**config.mk**
```make
export PLATFORM = sky130hd
export DESIGN_NAME = vie_ctrl
export DESIGN_NICKNAME = d
export VERILOG_FILES = /design/src/hdl/vie_pkg.sv /design/src/hdl/vie_arb_if.sv /design/src/hdl/vie_arbiter.sv /design/src/hdl/vie_ctrl.sv
export VERILOG_INCLUDE_DIRS = /design/src /design/src/hdl
export SDC_FILE = /design/constraint.sdc
export NUM_CORES = 1
export LEC_CHECK = 0
export CAP_MARGIN = 40
export CELL_PAD_IN_SITES_DETAIL_PLACEMENT = 0
export CELL_PAD_IN_SITES_GLOBAL_PLACEMENT = 2
export CORE_MARGIN = 4
export CORE_UTILIZATION = 38
export DETAILED_ROUTE_END_ITERATION = 10
export DONT_BUFFER_PORTS = 1
export PLACE_DENSITY = 0.83
export SLEW_MARGIN = 20
export SYNTH_ARGS = -nofsm -noshare
export SYNTH_HDL_FRONTEND = slang
export SYNTH_HIERARCHICAL = 1
export SYNTH_SLANG_ARGS = --single-unit
```
**constraint.sdc**
```tcl
create_clock -name REF_CLK -period 4 [get_ports REF_CLK]
set_clock_uncertainty 0.15 [all_clocks]
set_input_delay 0.8 -clock REF_CLK [delete_from_list [all_inputs] [get_ports REF_CLK]]
set_output_delay 0.8 -clock REF_CLK [all_outputs]
set_load 0.01 [all_outputs]
```
**src/hdl/vie_map.svh**
```systemverilog
// register offsets, field positions, reset values and timing counts
`ifndef VIE_MAP_SVH
`define VIE_MAP_SVH
// ----------------------------------------
// register map
// ----------------------------------------
`define VIE_IE_ADDR        8'ha8
`define VIE_IP_ADDR        8'hb8
`define VIE_TIMER_CONTROL_REGISTER_ADDR      8'h88
`define VIE_IE_RESET       8'h00
`define VIE_IP_RESET       7'h00
`define VIE_IP_UNUSED_RD   1'b1
// ----------------------------------------
// field positions
// ----------------------------------------
`define VIE_GLOBAL_BIT     7
`define VIE_SPI_BIT        6
`define VIE_TMR2_BIT       5
`define VIE_UART0_BIT      4
`define VIE_TMR1_BIT       3
`define VIE_EXT1_BIT       2
`define VIE_TMR0_BIT       1
`define VIE_EXT0_BIT       0
`define VIE_TIMER_CONTROL_REGISTER_EXT0_BIT  1
`define VIE_TIMER_CONTROL_REGISTER_EXT1_BIT  3
// ----------------------------------------
// sources and vectors
// ----------------------------------------
`define VIE_NUM_SRC        21
`define VIE_NUM_MAIN       7
`define VIE_ORD_EXT0       5'd0
`define VIE_ORD_TMR0       5'd1
`define VIE_ORD_EXT1       5'd2
`define VIE_ORD_TMR1       5'd3
`define VIE_ORD_SPI        5'd6
`define VIE_ORD_RESERVED   17
`define VIE_VEC_BASE       16'h0003
`define VIE_VEC_RESET      16'h0000
`define VIE_VEC_LAST       16'h00a3
`define VIE_VEC_RESERVED   16'h008b
// ----------------------------------------
// timing, in system clocks
// ----------------------------------------
`define VIE_DETECT_CYCLES  1
`define VIE_LONG_CALL_TO_HANDLER_CYCLES   5
`endif

```
**src/hdl/vie_pkg.sv**
```systemverilog
// shared types of the vectored interrupt enable controller
package vie_pkg;
  typedef enum logic [1:0] {
    SVC_NONE          = 2'b00,
    SVC_LOW           = 2'b01,
    SVC_HIGH          = 2'b10,
    SVC_HIGH_OVER_LOW = 2'b11
  } vie_svc_t;
  typedef logic [4:0]  vie_order_t;
  typedef logic [20:0] vie_src_t;
endpackage : vie_pkg

```
**src/hdl/vie_arb_if.sv**
```systemverilog
// request and grant signals between controller and arbiter
`timescale 1ns/1ps
interface vie_arb_if;
  vie_pkg::vie_src_t  req;
  vie_pkg::vie_src_t  prio;
  logic               hi_ok;
  logic               lo_ok;
  logic               valid;
  logic               level;
  vie_pkg::vie_order_t order;
  modport arb (input req, input prio, input hi_ok, input lo_ok,
               output valid, output level, output order);
  modport ctl (output req, output prio, output hi_ok, output lo_ok,
               input valid, input level, input order);
endinterface : vie_arb_if

```
**src/hdl/vie_arbiter.sv**
```systemverilog
// level-then-fixed-order arbiter over all sources
`timescale 1ns/1ps
`include "vie_map.svh"
module vie_arbiter (
  vie_arb_if.arb a
);
  // ----------------------------------------
  // lowest set index
  // ----------------------------------------
  function automatic logic [5:0] vie_first(input vie_pkg::vie_src_t v);
    logic [5:0] r;
    r = 6'h00;
    for (int i = `VIE_NUM_SRC - 1; i >= 0; i--) begin
      if (v[i]) begin
        r = {1'b1, 5'(i)};
      end
    end
    return r;
  endfunction : vie_first

  logic [5:0] hi_win;
  logic [5:0] lo_win;

  always_comb begin
    hi_win = vie_first(a.req & a.prio & {`VIE_NUM_SRC{a.hi_ok}});
    lo_win = vie_first(a.req & ~a.prio & {`VIE_NUM_SRC{a.lo_ok}});
    if (hi_win[5]) begin
      a.valid = 1'b1;
      a.level = 1'b1;
      a.order = hi_win[4:0];
    end else begin
      a.valid = lo_win[5];
      a.level = 1'b0;
      a.order = lo_win[4:0];
    end
  end
endmodule : vie_arbiter

```
**src/hdl/vie_ctrl.sv**
```systemverilog
// vectored interrupt enable, priority and vector controller
//
// Notes on behaviour
// - each source vectors to 0x0003 plus eight times its order, order 17 is unused, reset is 0x0000.
// - external source one vectors to 0x0013 at order 2 and both external flags clear when vectored.
// - every source but reset has its own enable bit and its own level bit.
// - the global enable, bit 7, blocks every request when low and defers to each mask when high.
// - enable bit 6 gates all serial peripheral interface requests.
// - enable bit 5 gates timer two, raised by its low or high overflow flag.
// - enable bit 4 gates the first uart, raised by receive or transmit, never cleared on vectoring.
// - enable bit 3 gates timer one overflow, vector 0x001B at order 3.
// - enable bit 2 gates the external pin one source.
// - enable bit 1 gates timer zero overflow, vector 0x000B at order 1.
// - enable bit 0 gates the external pin zero source.
// - the main enable register sits at 0xA8 on every page, bit addressable, reset to zero.
// - a high-level request preempts a low-level handler, and a high-level handler is never preempted.
// - among equal-level requests the lowest order wins.
// - requests are sampled and decoded every clock, so the request shows one clock after the flag.
// - a flag still set after the return from handler raises a new request at once.
`timescale 1ns/1ps
`include "vie_map.svh"
module vie_ctrl (
  input  wire logic        REF_CLK,
  input  wire logic        SRST,
  input  wire logic [7:0]  SFR_ADDR,
  input  wire logic [7:0]  SFR_WDATA,
  input  wire logic        SFR_WE,
  input  wire logic        SFR_RE,
  output logic      [7:0]  SFR_RDATA,
  input  wire logic [7:0]  SFR_BIT_ADDR,
  input  wire logic        SFR_BIT_WDATA,
  input  wire logic        SFR_BIT_WE,
  input  wire logic        EXT_IRQ_PIN_ZERO_N,
  input  wire logic        EXT_IRQ_PIN_ONE_N,
  input  wire logic        TIMER_ZERO_OVERFLOW_FLAG,
  input  wire logic        TIMER_ONE_OVERFLOW_FLAG,
  input  wire logic        UART_ZERO_RECEIVE_FLAG,
  input  wire logic        UART_ZERO_TRANSMIT_FLAG,
  input  wire logic        TIMER_TWO_LOW_OVERFLOW_FLAG,
  input  wire logic        TIMER_TWO_HIGH_OVERFLOW_FLAG,
  input  wire logic [3:0]  SPI_FLAGS,
  input  wire logic [20:7] EXT_PENDING,
  input  wire logic [20:7] EXT_ENABLE,
  input  wire logic [20:7] EXT_PRIORITY,
  input  wire logic        CORE_ACK,
  input  wire logic        CORE_RETURN_FROM_HANDLER,
  output logic             IRQ_REQ,
  output logic      [15:0] IRQ_VECTOR,
  output logic             IRQ_LEVEL,
  output logic      [20:0] VECTOR_TAKEN,
  output logic             EXT_ZERO_PENDING_FLAG,
  output logic             EXT_ONE_PENDING_FLAG
);
  // ----------------------------------------
  // helpers
  // ----------------------------------------
  function automatic logic [15:0] vie_vector(input vie_pkg::vie_order_t ord);
    return `VIE_VEC_BASE + {8'h00, ord, 3'b000};
  endfunction : vie_vector

  function automatic logic bit_hit(input logic [7:0] badr, input logic [7:0] base);
    return badr[7:3] == base[7:3];
  endfunction : bit_hit

  logic [7:0]          ie;
  logic [6:0]          ip;
  logic [2:0]          pin0_sync;
  logic [2:0]          pin1_sync;
  logic                ext0_edge;
  logic                ext1_edge;
  logic                ext_zero_pending_flag;
  logic                ext_one_pending_flag;
  vie_pkg::vie_src_t   pend;
  vie_pkg::vie_src_t   en;
  vie_pkg::vie_src_t   prio;
  vie_pkg::vie_src_t   req_vec;
  vie_pkg::vie_src_t   lo_req_vec;
  vie_pkg::vie_svc_t   svc_state;
  vie_pkg::vie_svc_t   next_svc_state;
  vie_pkg::vie_order_t irq_order;
  logic                lo_req_any;
  vie_arb_if           arb ();

  // ----------------------------------------
  // register writes
  // ----------------------------------------
  // byte write and bit write in one cycle: bit write wins for its bit
  always_ff @(posedge REF_CLK) begin
    if (SRST) begin
      ie <= `VIE_IE_RESET;
    end else begin
      if (SFR_WE && SFR_ADDR == `VIE_IE_ADDR) begin
        ie <= SFR_WDATA;
      end
      if (SFR_BIT_WE && bit_hit(SFR_BIT_ADDR, `VIE_IE_ADDR)) begin
        ie[SFR_BIT_ADDR[2:0]] <= SFR_BIT_WDATA;
      end
    end
  end

  always_ff @(posedge REF_CLK) begin
    if (SRST) begin
      ip <= `VIE_IP_RESET;
    end else begin
      if (SFR_WE && SFR_ADDR == `VIE_IP_ADDR) begin
        ip <= SFR_WDATA[6:0];
      end
      if (SFR_BIT_WE && bit_hit(SFR_BIT_ADDR, `VIE_IP_ADDR) && SFR_BIT_ADDR[2:0] != 3'h7) begin
        ip[SFR_BIT_ADDR[2:0]] <= SFR_BIT_WDATA;
      end
    end
  end

  // ----------------------------------------
  // register reads
  // ----------------------------------------
  always_ff @(posedge REF_CLK) begin
    if (SRST) begin
      SFR_RDATA <= 8'h00;
    end else if (SFR_RE) begin
      case (SFR_ADDR)
        `VIE_IE_ADDR:   SFR_RDATA <= ie;
        `VIE_IP_ADDR:   SFR_RDATA <= {`VIE_IP_UNUSED_RD, ip};
        `VIE_TIMER_CONTROL_REGISTER_ADDR: SFR_RDATA <= {4'h0, ext_one_pending_flag, 1'b0, ext_zero_pending_flag, 1'b0};
        default:        SFR_RDATA <= 8'h00;
      endcase
    end
  end

  // ----------------------------------------
  // external pins
  // ----------------------------------------
  // stage 0 only feeds stage 1; edges are seen on stages 1 and 2
  always_ff @(posedge REF_CLK) begin
    if (SRST) begin
      pin0_sync <= 3'h7;
      pin1_sync <= 3'h7;
    end else begin
      pin0_sync <= {pin0_sync[1:0], EXT_IRQ_PIN_ZERO_N};
      pin1_sync <= {pin1_sync[1:0], EXT_IRQ_PIN_ONE_N};
    end
  end

  assign ext0_edge = pin0_sync[2] & ~pin0_sync[1];
  assign ext1_edge = pin1_sync[2] & ~pin1_sync[1];

  // set wins over vectoring clear and software clear
  always_ff @(posedge REF_CLK) begin
    if (SRST) begin
      ext_zero_pending_flag <= 1'b0;
    end else if (ext0_edge) begin
      ext_zero_pending_flag <= 1'b1;
    end else if (CORE_ACK && IRQ_REQ && irq_order == `VIE_ORD_EXT0) begin
      ext_zero_pending_flag <= 1'b0;
    end else if (SFR_WE && SFR_ADDR == `VIE_TIMER_CONTROL_REGISTER_ADDR) begin
      ext_zero_pending_flag <= SFR_WDATA[`VIE_TIMER_CONTROL_REGISTER_EXT0_BIT];
    end else if (SFR_BIT_WE && SFR_BIT_ADDR == `VIE_TIMER_CONTROL_REGISTER_ADDR + 8'(`VIE_TIMER_CONTROL_REGISTER_EXT0_BIT)) begin
      ext_zero_pending_flag <= SFR_BIT_WDATA;
    end
  end

  always_ff @(posedge REF_CLK) begin
    if (SRST) begin
      ext_one_pending_flag <= 1'b0;
    end else if (ext1_edge) begin
      ext_one_pending_flag <= 1'b1;
    end else if (CORE_ACK && IRQ_REQ && irq_order == `VIE_ORD_EXT1) begin
      ext_one_pending_flag <= 1'b0;
    end else if (SFR_WE && SFR_ADDR == `VIE_TIMER_CONTROL_REGISTER_ADDR) begin
      ext_one_pending_flag <= SFR_WDATA[`VIE_TIMER_CONTROL_REGISTER_EXT1_BIT];
    end else if (SFR_BIT_WE && SFR_BIT_ADDR == `VIE_TIMER_CONTROL_REGISTER_ADDR + 8'(`VIE_TIMER_CONTROL_REGISTER_EXT1_BIT)) begin
      ext_one_pending_flag <= SFR_BIT_WDATA;
    end
  end

  assign EXT_ZERO_PENDING_FLAG = ext_zero_pending_flag;
  assign EXT_ONE_PENDING_FLAG  = ext_one_pending_flag;

  // ----------------------------------------
  // request forming
  // ----------------------------------------
  always_comb begin
    pend = {EXT_PENDING,
            |SPI_FLAGS,
            TIMER_TWO_LOW_OVERFLOW_FLAG | TIMER_TWO_HIGH_OVERFLOW_FLAG,
            UART_ZERO_RECEIVE_FLAG | UART_ZERO_TRANSMIT_FLAG,
            TIMER_ONE_OVERFLOW_FLAG,
            ext_one_pending_flag,
            TIMER_ZERO_OVERFLOW_FLAG,
            ext_zero_pending_flag};
    en   = {EXT_ENABLE, ie[`VIE_NUM_MAIN-1:0]};
    prio = {EXT_PRIORITY, ip};
    pend[`VIE_ORD_RESERVED] = 1'b0;
    req_vec = pend & en & {`VIE_NUM_SRC{ie[`VIE_GLOBAL_BIT]}};
  end

  assign lo_req_vec = req_vec & ~prio;
  assign lo_req_any = |lo_req_vec;

  // ----------------------------------------
  // arbitration
  // ----------------------------------------
  assign arb.req   = req_vec;
  assign arb.prio  = prio;
  assign arb.hi_ok = svc_state == vie_pkg::SVC_NONE || svc_state == vie_pkg::SVC_LOW;
  assign arb.lo_ok = svc_state == vie_pkg::SVC_NONE;

  vie_arbiter u_arb (
    .a (arb.arb)
  );

  // decoded every clock; winner not held, request dropped for the clock after an ack
  always_ff @(posedge REF_CLK) begin
    if (SRST) begin
      IRQ_REQ    <= 1'b0;
      IRQ_LEVEL  <= 1'b0;
      IRQ_VECTOR <= `VIE_VEC_RESET;
      irq_order  <= 5'h00;
    end else begin
      IRQ_REQ    <= arb.valid & ~CORE_ACK;
      IRQ_LEVEL  <= arb.level;
      IRQ_VECTOR <= arb.valid ? vie_vector(arb.order) : `VIE_VEC_RESET;
      irq_order  <= arb.order;
    end
  end

  // ----------------------------------------
  // service nesting
  // ----------------------------------------
  always_comb begin
    next_svc_state = svc_state;
    case (svc_state)
      vie_pkg::SVC_NONE: begin
        if (CORE_ACK && IRQ_REQ) begin
          next_svc_state = IRQ_LEVEL ? vie_pkg::SVC_HIGH : vie_pkg::SVC_LOW;
        end
      end
      vie_pkg::SVC_LOW: begin
        if (CORE_ACK && IRQ_REQ && IRQ_LEVEL) begin
          next_svc_state = vie_pkg::SVC_HIGH_OVER_LOW;
        end else if (CORE_RETURN_FROM_HANDLER) begin
          next_svc_state = vie_pkg::SVC_NONE;
        end
      end
      vie_pkg::SVC_HIGH: begin
        if (CORE_RETURN_FROM_HANDLER) begin
          next_svc_state = vie_pkg::SVC_NONE;
        end
      end
      vie_pkg::SVC_HIGH_OVER_LOW: begin
        if (CORE_RETURN_FROM_HANDLER) begin
          next_svc_state = vie_pkg::SVC_LOW;
        end
      end
      default: next_svc_state = vie_pkg::SVC_NONE;
    endcase
  end

  always_ff @(posedge REF_CLK) begin
    if (SRST) begin
      svc_state <= vie_pkg::SVC_NONE;
    end else begin
      svc_state <= next_svc_state;
    end
  end

  // peripheral side clears its own flag from this pulse where it wants to
  always_ff @(posedge REF_CLK) begin
    if (SRST) begin
      VECTOR_TAKEN <= '0;
    end else begin
      VECTOR_TAKEN <= (CORE_ACK && IRQ_REQ) ? vie_pkg::vie_src_t'(1) << irq_order : '0;
    end
  end

  // ----------------------------------------
  // checks
  // ----------------------------------------
  property p_vec_form;
    @(posedge REF_CLK) disable iff (SRST)
      IRQ_REQ |-> IRQ_VECTOR[2:0] == 3'h3 && IRQ_VECTOR != `VIE_VEC_RESERVED && IRQ_VECTOR <= `VIE_VEC_LAST;
  endproperty
  a_vec_form: assert property (p_vec_form) else $error("bad vector");
  property p_ext1_clear;
    @(posedge REF_CLK) disable iff (SRST)
      CORE_ACK && IRQ_REQ && irq_order == `VIE_ORD_EXT1 && !ext1_edge |=> !ext_one_pending_flag;
  endproperty
  a_ext1_clear: assert property (p_ext1_clear) else $error("ext one flag kept");
  property p_global_off;
    @(posedge REF_CLK) disable iff (SRST)
      !ie[`VIE_GLOBAL_BIT] |=> !IRQ_REQ;
  endproperty
  a_global_off: assert property (p_global_off) else $error("request with global off");
  property p_spi_mask;
    @(posedge REF_CLK) disable iff (SRST)
      !ie[`VIE_SPI_BIT] |=> !(IRQ_REQ && irq_order == `VIE_ORD_SPI);
  endproperty
  a_spi_mask: assert property (p_spi_mask) else $error("masked spi taken");
  property p_tmr1_vec;
    @(posedge REF_CLK) disable iff (SRST)
      IRQ_REQ && irq_order == `VIE_ORD_TMR1 |-> IRQ_VECTOR == 16'h001b && $past(ie[`VIE_TMR1_BIT]);
  endproperty
  a_tmr1_vec: assert property (p_tmr1_vec) else $error("timer one vector");
  property p_high_no_preempt;
    @(posedge REF_CLK) disable iff (SRST)
      svc_state == vie_pkg::SVC_HIGH || svc_state == vie_pkg::SVC_HIGH_OVER_LOW |=> !IRQ_REQ;
  endproperty
  a_high_no_preempt: assert property (p_high_no_preempt) else $error("high handler preempted");
  property p_low_order;
    @(posedge REF_CLK) disable iff (SRST)
      IRQ_REQ && !IRQ_LEVEL |-> ($past(lo_req_vec) & ((vie_pkg::vie_src_t'(1) << irq_order) - 1'b1)) == '0;
  endproperty
  a_low_order: assert property (p_low_order) else $error("lower order skipped");
  property p_detect;
    @(posedge REF_CLK) disable iff (SRST)
      req_vec != '0 && svc_state == vie_pkg::SVC_NONE && !CORE_ACK |=> IRQ_REQ;
  endproperty
  a_detect: assert property (p_detect) else $error("request late");
  property p_reenter;
    @(posedge REF_CLK) disable iff (SRST)
      CORE_RETURN_FROM_HANDLER && svc_state == vie_pkg::SVC_LOW && lo_req_any ##1 (lo_req_any && !CORE_ACK) |=> IRQ_REQ;
  endproperty
  a_reenter: assert property (p_reenter) else $error("no request after return");
  property p_flag_masked;
    @(posedge REF_CLK) disable iff (SRST)
      ext0_edge |=> ext_zero_pending_flag;
  endproperty
  a_flag_masked: assert property (p_flag_masked) else $error("ext zero flag lost");
  property p_ie_reset;
    @(posedge REF_CLK)
      SRST |=> ie == 8'h00;
  endproperty
  a_ie_reset: assert property (p_ie_reset) else $error("enable not reset");
endmodule : vie_ctrl

```
==> results.md, run 1 <==
* Mapped Area at 3740 µm²
* Drt pass-1 iters at 4
* Commonest register cell after synthesis: dfxtp_1
* Fin crit share at 71.2%
* Setup violators final at 0
* Overall power at 1.36 mW
* Hold depth at 1
* YS warnings at 6
* Area of the core at 9420 µm²
* Setup WS pre-CTS at 1.03 ns
* Post-cts sizing count at 0
* Setup WS post-layout at 1.15 ns
* Mean Syn Cell Area at 8.29 µm²
* Area Growth Syn to Fin at 6.75%
* Die W at 107 µm
* Synth cell count leaders: dfxtp_1 (67), nand2_1 (55), nor2_1 (33)
* Grt ovf at 0
* Register area share after synthesis at 35.8%
* Rows at 35
* R2r worst-path depth at 9
* Top cells by area, synth: dfxtp_1 (36%), nand2_1 (5.5%), nor2b_1 (5.0%)
* Yosys reg bits at 67
* Fmax achieved at 351 MHz
* Clock Path Buffers at 2
* Final Core Density at 42.5%
* DRC Markers at 0
* Placement Cell Area at 3780 µm²
* Worst setup SP type: flip-flop
* WHS Endpoint: pin1_sync[1]
* Layout Cells excl Fill at 580
* Max transition margin at 43.0%
* Worst hold path type: reg -> reg
* Die footprint at 11500 µm²
* Fin area at 4000 µm²
* Worst hold margin at 0.260 ns
* Required @ worst endpoint at 4.14 ns
* Top cell type by total area after synthesis: dfxtp_1
* Placed cells at 563
* CP arrival at 2.99 ns
* Layout cell share with drive strength beyond 1 at 10.7%
* Dpl hpwl at 7.67 mm
* Crit-path most repeated cell: nor2b_1
* CP Class: reg -> reg
* Crit-path max FO at 22
* Die Span Y at 107 µm
* Static leakage at 1.67 nW
* Worst R2R End: IRQ_VECTOR[4]
* DR iter-0 viols at 99
* Initial Utilization at 39.8%
* Count leader, synth: dfxtp_1
* Largest net degree at the start of global routing at 43
* Crit-path max cell delay at 0.74 ns
* CTS buffer count at 9
* Pwr per Cell Area at 341 nW/µm²
* Setup TNS at 0 ns
* Setup crit end kind: flip-flop
* Max cap viols at 0
* Final ANT Viol Nets at 0
* Initial antenna violation count at 2
* Flop2flop setup slack at 1.15 ns
* FF-to-FF Start: ie[7]
* Worst skew pair latency at 0.35 ns
* Root buffer cell: clkbuf_8
* Max-slew violation count at 0
* Port buffer count at 0
* Yosys cell types at 62
* Fin. Hold Viols at 0
* Nets at 531
* Vias in the first global route at 3044
* GPL Wtd Cong at 0.768
* Vias at 3141
* Post-synth EDFFs at 0
* CTS Hold Buffers Added at 0
* Tmin final at 2.85 ns
* CP max-delay cell: dfxtp_1
* Final wirelength at 9.86 mm
* Drt wl/cell at 17.0 µm
* CTS tree: done
* Maximum VDD drop at 0.000175 V
* First-pass GRT wire length at 15.4 mm
* Fillers at 1000
* Vias/cell at 5.42
* RSZ-0062 raised after global routing: false
* Post CTS Setup Buffer Count at 0
* I/O Pins at 135
* Least-Margin Pin Slew at 0.852 ns
* Top-area cell type share of the netlist area at 35.8%
* Clock-pin transition on the worst setup and hold timing paths at 0.08 ns
* H-tree depth at 3
* Clock Sinks at 67
* Syn Inst Count at 452
* GRT Util Overall at 17.0%
* Min-delay src: pin1_sync[0]
* Status: finished clean
* Async SR Flop Fraction at 0%
* Cell Chain, Critical Path: and3_1, nor2b_1, nor2_1, o311a_1, o21ai_0, a41oi_1, o32ai_2, nor2b_1, and2_1
==> metal layers <==
layer  global-route usage [%]  vias up  routed length, µm  part of all wire (%)
li1                         -     1584                  -                     -
met1                     19.8     1461               4230                    43
met2                     29.4       82               4890                    50
met3                     6.36       12                656                   6.7
met4                     4.38        2                 69                  0.70
met5                        0        -                  7                 0.071
==> layout make-up <==
cell class	count	area, µm²	share of cell area (%)
inverter	13	48.8	1.22
antenna	1	2.50	0.0626
clock inverter	7	92.6	2.32
multi-input combinational	354	2230	55.7
sequential	67	1340	33.6
tap	129	161	4.04
clock buffer	9	124	3.10
==> worst max path at each step <==
stage	slack (ns)	from	to	depth (start not counted)
finish	1.15	ie[7]	IRQ_VECTOR[4]	9
global route	0.90	ie[7]	IRQ_VECTOR[4]	9
CTS	1.13	ie[7]	IRQ_VECTOR[4]	9
detailed placement	1.03	SPI_FLAGS[1]	IRQ_REQ	10
global placement	1.05	SPI_FLAGS[1]	IRQ_REQ	10
floorplan	1.32	SPI_FLAGS[1]	IRQ_REQ	10
==> where the power goes <==
| part | total, mW | switching, mW | internal (mW) |
|---|---|---|---|
| clock | 0.622 | 0.272 | 0.350 |
| combinational | 0.0562 | 0.0301 | 0.0261 |
| sequential | 0.685 | 0.00991 | 0.675 |
| total | 1.36 | 0.312 | 1.05 |
==> flip-flops by register name (all words and copies together) (netlist names) <==
signal and count:
VECTOR_TAKEN 21, SFR_RDATA 8, ie 8, ip 7
IRQ_VECTOR 6, irq_order 5, pin0_sync 3, pin1_sync 3
svc_state 2, EXT_ONE_PENDING_FLAG 1, EXT_ZERO_PENDING_FLAG 1, IRQ_LEVEL 1
IRQ_REQ 1
==> cell usage in the layout, fill, tap and decap left out, types with 7 or more instances in the layout <==
master	n
nand2_1	55
mux2i_1	17
conb_1	12
clkbuf_8	9
dfxtp_1	67
nor2b_1	30
o21ai_0	9
nand3_1	19
or2_2	7
and2_1	8
and3_1	18
a31oi_1	10
nor3_1	9
nor2_1	33
nand2b_1	21
inv_1	12
a221oi_1	14
a21oi_1	17
==> critical path, delay by kind of cell (launching register included) <==
family / cells / cell delay [ns]
AOI/OAI and AO/OA: 4 / 0.93
DFF: 1 / 0.74
and+or+nand+nor: 5 / 0.96
==> cells by family after synthesis <==
family                 count (synthesis)  share of synthesized area [%]
AO/OA/AOI/OAI                         88                           17.9
buffers and inverters                 42                           5.81
flip-flops                            67                           35.8
multiplexers                          22                           6.05
other                                  1                          0.100
AND/OR/NAND/NOR                      232                           34.3
(Power assumes the default switching activity.)
==> inputs of run 2 (changes only) <==
--- a/config.mk
+++ b/config.mk
@@ -6,14 +6,15 @@
 export SDC_FILE = /design/constraint.sdc
 export NUM_CORES = 1
 export LEC_CHECK = 0
+export ABC_AREA = 1
 export CAP_MARGIN = 40
 export CELL_PAD_IN_SITES_DETAIL_PLACEMENT = 0
 export CELL_PAD_IN_SITES_GLOBAL_PLACEMENT = 2
 export CORE_MARGIN = 4
-export CORE_UTILIZATION = 38
+export CORE_UTILIZATION = 29
 export DETAILED_ROUTE_END_ITERATION = 10
 export DONT_BUFFER_PORTS = 1
-export PLACE_DENSITY = 0.83
+export PLACE_DENSITY = 0.74
 export SLEW_MARGIN = 20
 export SYNTH_ARGS = -nofsm -noshare
 export SYNTH_HDL_FRONTEND = slang
==> constraint.sdc (replaced) <==
create_clock -name REF_CLK -period 2.45 [get_ports REF_CLK]
set_clock_uncertainty 0.15 [all_clocks]
set_input_delay 0.49 -clock REF_CLK [delete_from_list [all_inputs] [get_ports REF_CLK]]
set_output_delay 0.49 -clock REF_CLK [all_outputs]
set_load 0.01 [all_outputs]
==> results.md, run 2 <==
* CTS tree: done
* Setup crit end kind: flip-flop
* CP arrival at 2.35 ns (-0.64 ns)
* Die Span Y at 127 µm (+18%)
* GRT Util Overall at 15.0% (-2.1 points)
* Drt pass-1 iters at 4 (unchanged)
* Area Growth Syn to Fin at 12.9%
* Worst hold path type: in -> reg
* DRC Markers at 0 (unchanged)
* Dpl hpwl at 9.67 mm (+26%)
* Async SR Flop Fraction at 0% (unchanged)
* RSZ-0062 raised after global routing: true
* Commonest non-fill, non-tap cell in the layout: nand2_1
* Commonest register cell after synthesis: dfxtp_1
* Synth cell count leaders: nand2_1 (177), nor2_1 (90), inv_1 (87)
* Die footprint at 16000 µm² (+39%)
* Most flop-heavy register: VECTOR_TAKEN
* Count leader, synth: nand2_1
* WHS Endpoint: IRQ_REQ
* Final wirelength at 11.9 mm (+21%)
* Setup WS post-layout at 0.217 ns (-0.934 ns)
* Final Core Density at 33.3% (-9.1 points)
* Layout Cells excl Fill at 845 (+46%)
* Largest net degree at the start of global routing at 35 (-19%)
* Area of the core at 13800 µm² (+47%)
* Mean Syn Cell Area at 6.24 µm² (-25%)
* Hold depth at 1 (unchanged)
* Drt wl/cell at 14.1 µm (-17%)
* Rows at 43 (+23%)
* Initial Utilization at 29.5% (-10 points)
* H-tree depth at 3 (unchanged)
* Final ANT Viol Nets at 0 (unchanged)
* Setup TNS at 0 ns (unchanged)
* Post-synth EDFFs at 0 (unchanged)
* Vias at 3900 (+24%)
* Vias/cell at 4.62 (-15%)
* Fin crit share at 91.1% (+20 points)
* Top cell type by total area after synthesis: dfxtp_1
* Min-delay src: CORE_ACK
* Clock Sinks at 67 (unchanged)
* Setup violators final at 0 (unchanged)
* Fmax achieved at 448 MHz (+28%)
* Static leakage at 2.01 nW (+21%)
* Yosys cell types at 33 (-47%)
* Vias in the first global route at 3800 (+25%)
* I/O Pins at 135 (unchanged)
* Tmin final at 2.23 ns (-0.616 ns)
* Port buffer count at 0 (unchanged)
* Max cap viols at 0 (unchanged)
* Maximum VDD drop at 0.000336 V (+92%)
* Antenna cells at 0 (-1)
* First-pass GRT wire length at 19.1 mm (+24%)
* Biggest regs: VECTOR_TAKEN: 21 flops, SFR_RDATA: 8 flops, ie: 8 flops
* R2r worst-path depth at 26 (+17)
* Fin. Hold Viols at 0 (unchanged)
* Yosys reg bits at 67 (unchanged)
* Top cells by area, synth: dfxtp_1 (33%), nand2_1 (16%), nor2_1 (8.3%)
* Pwr per Cell Area at 535 nW/µm² (+57%)
* Worst setup SP type: flip-flop
* Largest register FFs at 21 (unchanged)
* Worst R2R End: irq_order[0]
* Worst skew pair latency at 0.33 ns (-0.02 ns)
* Fin area at 4610 µm² (+15%)
* Worst hold margin at 0.0766 ns (-0.183 ns)
* Flop2flop setup slack at 0.22 ns (-0.93 ns)
* Setup WS pre-CTS at -0.0327 ns (-1.06 ns)
* CP Class: reg -> reg
* Register area share after synthesis at 32.9% (-3.0 points)
* Required @ worst endpoint at 2.56 ns (-1.58 ns)
* FF-to-FF Start: svc_state[1]
* Root buffer cell: clkbuf_16
* Placement Cell Area at 4230 µm² (+12%)
* Nets at 746 (+40%)
* Layout cell share with drive strength beyond 1 at 12.5% (+1.8 points)
* Placed cells at 828 (+47%)
* Crit-path max FO at 8 (-64%)
* Mapped Area at 4080 µm² (+9.0%)
* GPL Wtd Cong at 0.800 (+4.2%)
* DR iter-0 viols at 180 (+82%)
* Max-slew violation count at 0 (unchanged)
* Commonest cells after routing, fill and taps aside: nand2_1 (176), inv_1 (86), nor2_1 (85), dfxtp_1 (66), nand3_1 (66)
* YS warnings at 6 (unchanged)
* Clock-pin transition on the worst setup and hold timing paths at 0.06 ns (-0.02 ns)
* Overall power at 2.46 mW (+81%)
* Die W at 127 µm (+18%)
* Status: finished clean
* Top-area cell type share of the netlist area at 32.9% (-3.0 points)
* CTS buffer count at 9 (unchanged)
* Clock Path Buffers at 2 (unchanged)
* Grt ovf at 0 (unchanged)
* Syn Inst Count at 654 (+45%)
* Initial antenna violation count at 0 (-2)
-- run 2: cell types whose count changed after synthesis, moves of 21 or more --
cell	before	now
nor2b_1	30	0
nand2_1	55	177
nor2_1	33	90
nand4_1	3	24
inv_1	12	87
nand3_1	19	66
nand2b_1	21	0
-- run 2: repair_timing --
item	CTS	global route
pin swaps	0	7
setup endpoints to repair	2	11
resized for setup	4	21
hold buffers	0	0
cloned	0	0
setup buffers	0	1
-- run 2: area by class of cell --
cell class	instances	area (µm²)
Sequential cell	67	1340
Tap cell	180	225
Timing Repair Buffer	18	146
Clock inverter	7	52.6
Clock buffer	9	225
Inverter	95	359
Multi-Input combinational cell	469	2260
Fill cell	1536	9220
-- run 2: worst max path at each step --
stage          depth (start not counted)       endpoint         start  slack, ns
3_3_place_gp                          18  IRQ_VECTOR[5]         ie[7]      0.005
4_1_cts                               18  IRQ_VECTOR[5]         ie[7]      0.004
2_1_floorplan                         27  IRQ_VECTOR[3]         ie[7]        0.1
3_5_place_dp                          18  IRQ_VECTOR[5]         ie[7]      -0.03
5_1_grt                               27  IRQ_VECTOR[3]         ie[7]      -0.09
6_report                              26   irq_order[0]  svc_state[1]       0.22
-- run 2: logic make-up after synthesis --
| family | count (synthesis) | synth area share [%] |
|---|---|---|
| compound gates | 43 | 5.73 |
| buf+inv | 128 | 14.6 |
| flops | 67 | 32.9 |
| other cells | 1 | 0.0919 |
| simple gates | 415 | 46.7 |
-- run 2: critical path: stages (launching register included) --
cell	delay [ns]
dfxtp_1	0.32
nor2_1	0.16
buf_4	0.21
nand2_4	0.06
nor2_4	0.08
nand2_1	0.06
nand2_1	0.05
nand2_1	0.05
nand2_1	0.05
nand2_1	0.05
nand2_1	0.05
nand2_1	0.05
nand2_1	0.05
nand2_1	0.05
nand2_1	0.05
nand2_1	0.05
nand2_1	0.05
nand2_1	0.05
nand2_1	0.05
nand2_1	0.05
nand2_1	0.06
nand2_1	0.06
nand2_1	0.05
nand2_1	0.04
nand2_1	0.07
inv_2	0.05
nor2_2	0.10
-- run 2: metal layers --
metal / vias up / GRT usage (%) / part of all wire (%)
li1: 2054 / - / -
met1: 1750 / 17.7 / 43
met2: 88 / 25.9 / 50
met3: 8 / 5.39 / 5.5
met4: 0 / 3.72 / 1.6
met5: - / 0 / 0
-- run 2: where the power goes --
group / switching [mW] / internal [mW] / total (mW) / leakage, nW
sequential: 0.0137 / 1.11 / 1.12 / 0.543
clock: 0.494 / 0.688 / 1.18 / 0.136
combinational: 0.112 / 0.0513 / 0.163 / 1.34
total: 0.620 / 1.84 / 2.46 / 2.01
==> inputs of run 3 (changes only) <==
--- a/config.mk
+++ b/config.mk
@@ -18,5 +18,4 @@
 export SLEW_MARGIN = 20
 export SYNTH_ARGS = -nofsm -noshare
 export SYNTH_HDL_FRONTEND = slang
-export SYNTH_HIERARCHICAL = 1
 export SYNTH_SLANG_ARGS = --single-unit
==> results.md, run 3 <==
* DRC Markers at 0 (unchanged)
* Fin crit share at 87.2% (-3.9 points)
* Post-synth EDFFs at 0 (unchanged)
* Root buffer cell: clkbuf_16
* Fin area at 4170 µm² (-9.5%)
* CTS buffer count at 9 (unchanged)
* Die Span Y at 120 µm (-5.4%)
* Clock Path Buffers at 2 (unchanged)
* Top-area cell type share of the netlist area at 37.0% (+4.1 points)
* Worst skew pair latency at 0.33 ns (about the same)
* GRT Util Overall at 15.3% (+0.35 points)
* Worst setup SP type: flip-flop
* Yosys reg bits at 67 (unchanged)
* Most flop-heavy register: VECTOR_TAKEN
* Required @ worst endpoint at 2.56 ns (about the same)
* Fin. Hold Viols at 0 (unchanged)
* Area of the core at 12100 µm² (-12%)
* First-pass GRT wire length at 17.4 mm (-8.9%)
* Drt pass-1 iters at 4 (unchanged)
* Vias at 3444 (-12%)
* Pwr per Cell Area at 597 nW/µm² (+12%)
* Placement Cell Area at 3850 µm² (-9.1%)
* Status: finished clean
* Worst hold path type: in -> reg
* CP Class: reg -> reg
* Post CTS Setup Buffer Count at 0 (unchanged)
* Setup TNS at 0 ns (unchanged)
* DR iter-0 viols at 142 (-21%)
* CTS Hold Buffers Added at 0 (unchanged)
* Max cap viols at 0 (unchanged)
* Async SR Flop Fraction at 0% (unchanged)
* Commonest non-fill, non-tap cell in the layout: nand2_1
* Yosys cell types at 38 (+15%)
* Mapped Area at 3630 µm² (-11%)
* GPL Wtd Cong at 0.827 (+3.4%)
* Setup violators final at 0 (unchanged)
* Initial antenna violation count at 0 (unchanged)
* Clock-pin transition on the worst setup and hold timing paths at 0.06 ns (about the same)
* Max transition margin at 63.4%
* Largest register FFs at 21 (unchanged)
* Least-Margin Pin Slew at 0.544 ns
* Final wirelength at 10.9 mm (-9.0%)
* Syn Inst Count at 555 (-15%)
* Vias/cell at 4.65 (+0.70%)
* Top cell type by total area after synthesis: dfxtp_1
* CP arrival at 2.25 ns (-0.10 ns)
* Mean Syn Cell Area at 6.54 µm² (+4.7%)
* Maximum VDD drop at 0.000296 V (-12%)
* Nets at 654 (-12%)
* Setup crit end kind: flip-flop
* I/O Pins at 135 (unchanged)
* Die W at 120 µm (-5.4%)
* Tmin final at 2.14 ns (-0.0960 ns)
* Commonest cells after routing, fill and taps aside: nand2_1 (104), inv_1 (90), nor2_1 (72), dfxtp_1 (67), a21oi_1 (43)
* Commonest register cell after synthesis: dfxtp_1
* Layout cell share with drive strength beyond 1 at 9.77% (-2.7 points)
* Synth cell count leaders: nand2_1 (104), inv_1 (90), nor2_1 (72)
* Final Core Density at 34.5% (+1.1 points)
* Crit-path max FO at 10 (+2)
* Area Growth Syn to Fin at 15.0%
* Count leader, synth: nand2_1
* Final ANT Viol Nets at 0 (unchanged)
* Largest net degree at the start of global routing at 41 (+17%)
* Clock Sinks at 67 (unchanged)
* Top cells by area, synth: dfxtp_1 (37%), nand2_1 (11%), inv_1 (9.3%)
* Register area share after synthesis at 37.0% (+4.1 points)
* Drt wl/cell at 14.7 µm (+3.8%)
* Worst hold margin at 0.0717 ns (-0.00488 ns)
* Biggest regs: VECTOR_TAKEN: 21 flops, SFR_RDATA: 8 flops, ie: 8 flops
* Max-slew violation count at 0 (unchanged)
* Dpl hpwl at 8.87 mm (-8.3%)
* Fmax achieved at 468 MHz (+4.5%)
* Initial Utilization at 30.0% (+0.43 points)
* CTS tree: done
* YS warnings at 0 (-6)
* Rows at 40 (-7.0%)
* RSZ-0062 raised after global routing: false
* Grt ovf at 0 (unchanged)
* Static leakage at 1.68 nW (-16%)
* H-tree depth at 3 (unchanged)
* Port buffer count at 0 (unchanged)
* Die footprint at 14400 µm² (-10%)
* Vias in the first global route at 3391 (-11%)
* Antenna cells at 0 (unchanged)
## run 3: changes by cell type in the layout (fill, tap and decap cells not counted), moves of 7 or more
cell	delta
o22ai_1	+7
nand4_1	-20
a21oi_1	+19
nor2_1	-13
nand3_1	-30
nor3_1	+26
o21ai_0	+8
nand2_1	-72
## run 3: path summary, 6_finish.rpt
path / slack, ns / cells past startpoint / to / from
max: 0.31 / 19 / irq_order[0] / ie[7]
min: 0.07 / 1 / IRQ_REQ / CORE_ACK
max reg2reg: 0.31 / 19 / irq_order[0] / ie[7]
min reg2reg: 0.26 / 1 / pin1_sync[1] / pin1_sync[0]
## run 3: timing repair
| item | 4_1_cts | 5_1_grt |
|---|---|---|
| gates resized for setup | 0 | 4 |
| hold endpoints to repair | 0 | 0 |
| endpoints found under the setup margin | 0 | 2 |
## run 3: worst max-delay path: stages (launching register included)
cell,delay (ns)
dfxtp_1,0.38
buf_6,0.17
nand3_1,0.10
nor3_1,0.33
inv_1,0.08
nand2_1,0.07
nand2_1,0.05
nand2_1,0.05
nand2_1,0.04
nand2_1,0.05
nand2_1,0.04
nand2_1,0.05
nand2_1,0.04
nand2_1,0.05
nand2_1,0.05
nand2_1,0.05
nand2_1,0.04
nand2_1,0.05
nand2_1,0.07
a21oi_1,0.15
## run 3: report_power, final
part	leakage (nW)	total, mW	switching (mW)	internal (mW)
clock network	0.147	1.31	0.510	0.803
registers	0.541	1.11	0.00692	1.10
logic	0.995	0.0721	0.0509	0.0213
total	1.68	2.49	0.568	1.92
## run 3: area by class of cell
class | count | area, µm²
Clock inverter | 7 | 81.3
Tap cell | 168 | 210
Fill cell | 1378 | 7940
Inverter | 97 | 364
Multi-Input combinational cell | 378 | 1830
Sequential cell | 67 | 1340
Timing Repair Buffer | 15 | 116
Clock buffer | 9 | 225
## run 3: stage by stage
step	worst slack (ns)	cells	total power, mW
after global placement	0.134	725	1.20
after global routing	0.00955	741	2.58
after detailed placement	0.112	725	1.20
after floorplan	0.427	563	1.20
after CTS	0.255	741	2.53
final	0.313	741	2.49
## run 3: cells by family after synthesis
group | Yosys count | share of synthesized area (%)
AOI/OAI and AO/OA | 88 | 14.3
buffers and inverters | 118 | 13.7
DFF | 67 | 37.0
other | 1 | 0.103
and+or+nand+nor | 281 | 34.9
## run 3: routing by layer
| layer | share of wire (%) | track usage (%) | wire, µm |
|---|---|---|---|
| met2 | 48 | 25.7 | 5190 |
| met4 | 1.5 | 4.65 | 167 |
| met3 | 6.7 | 5.42 | 725 |
| met5 | 0 | 0 | 0 |
| met1 | 44 | 18.5 | 4780 |
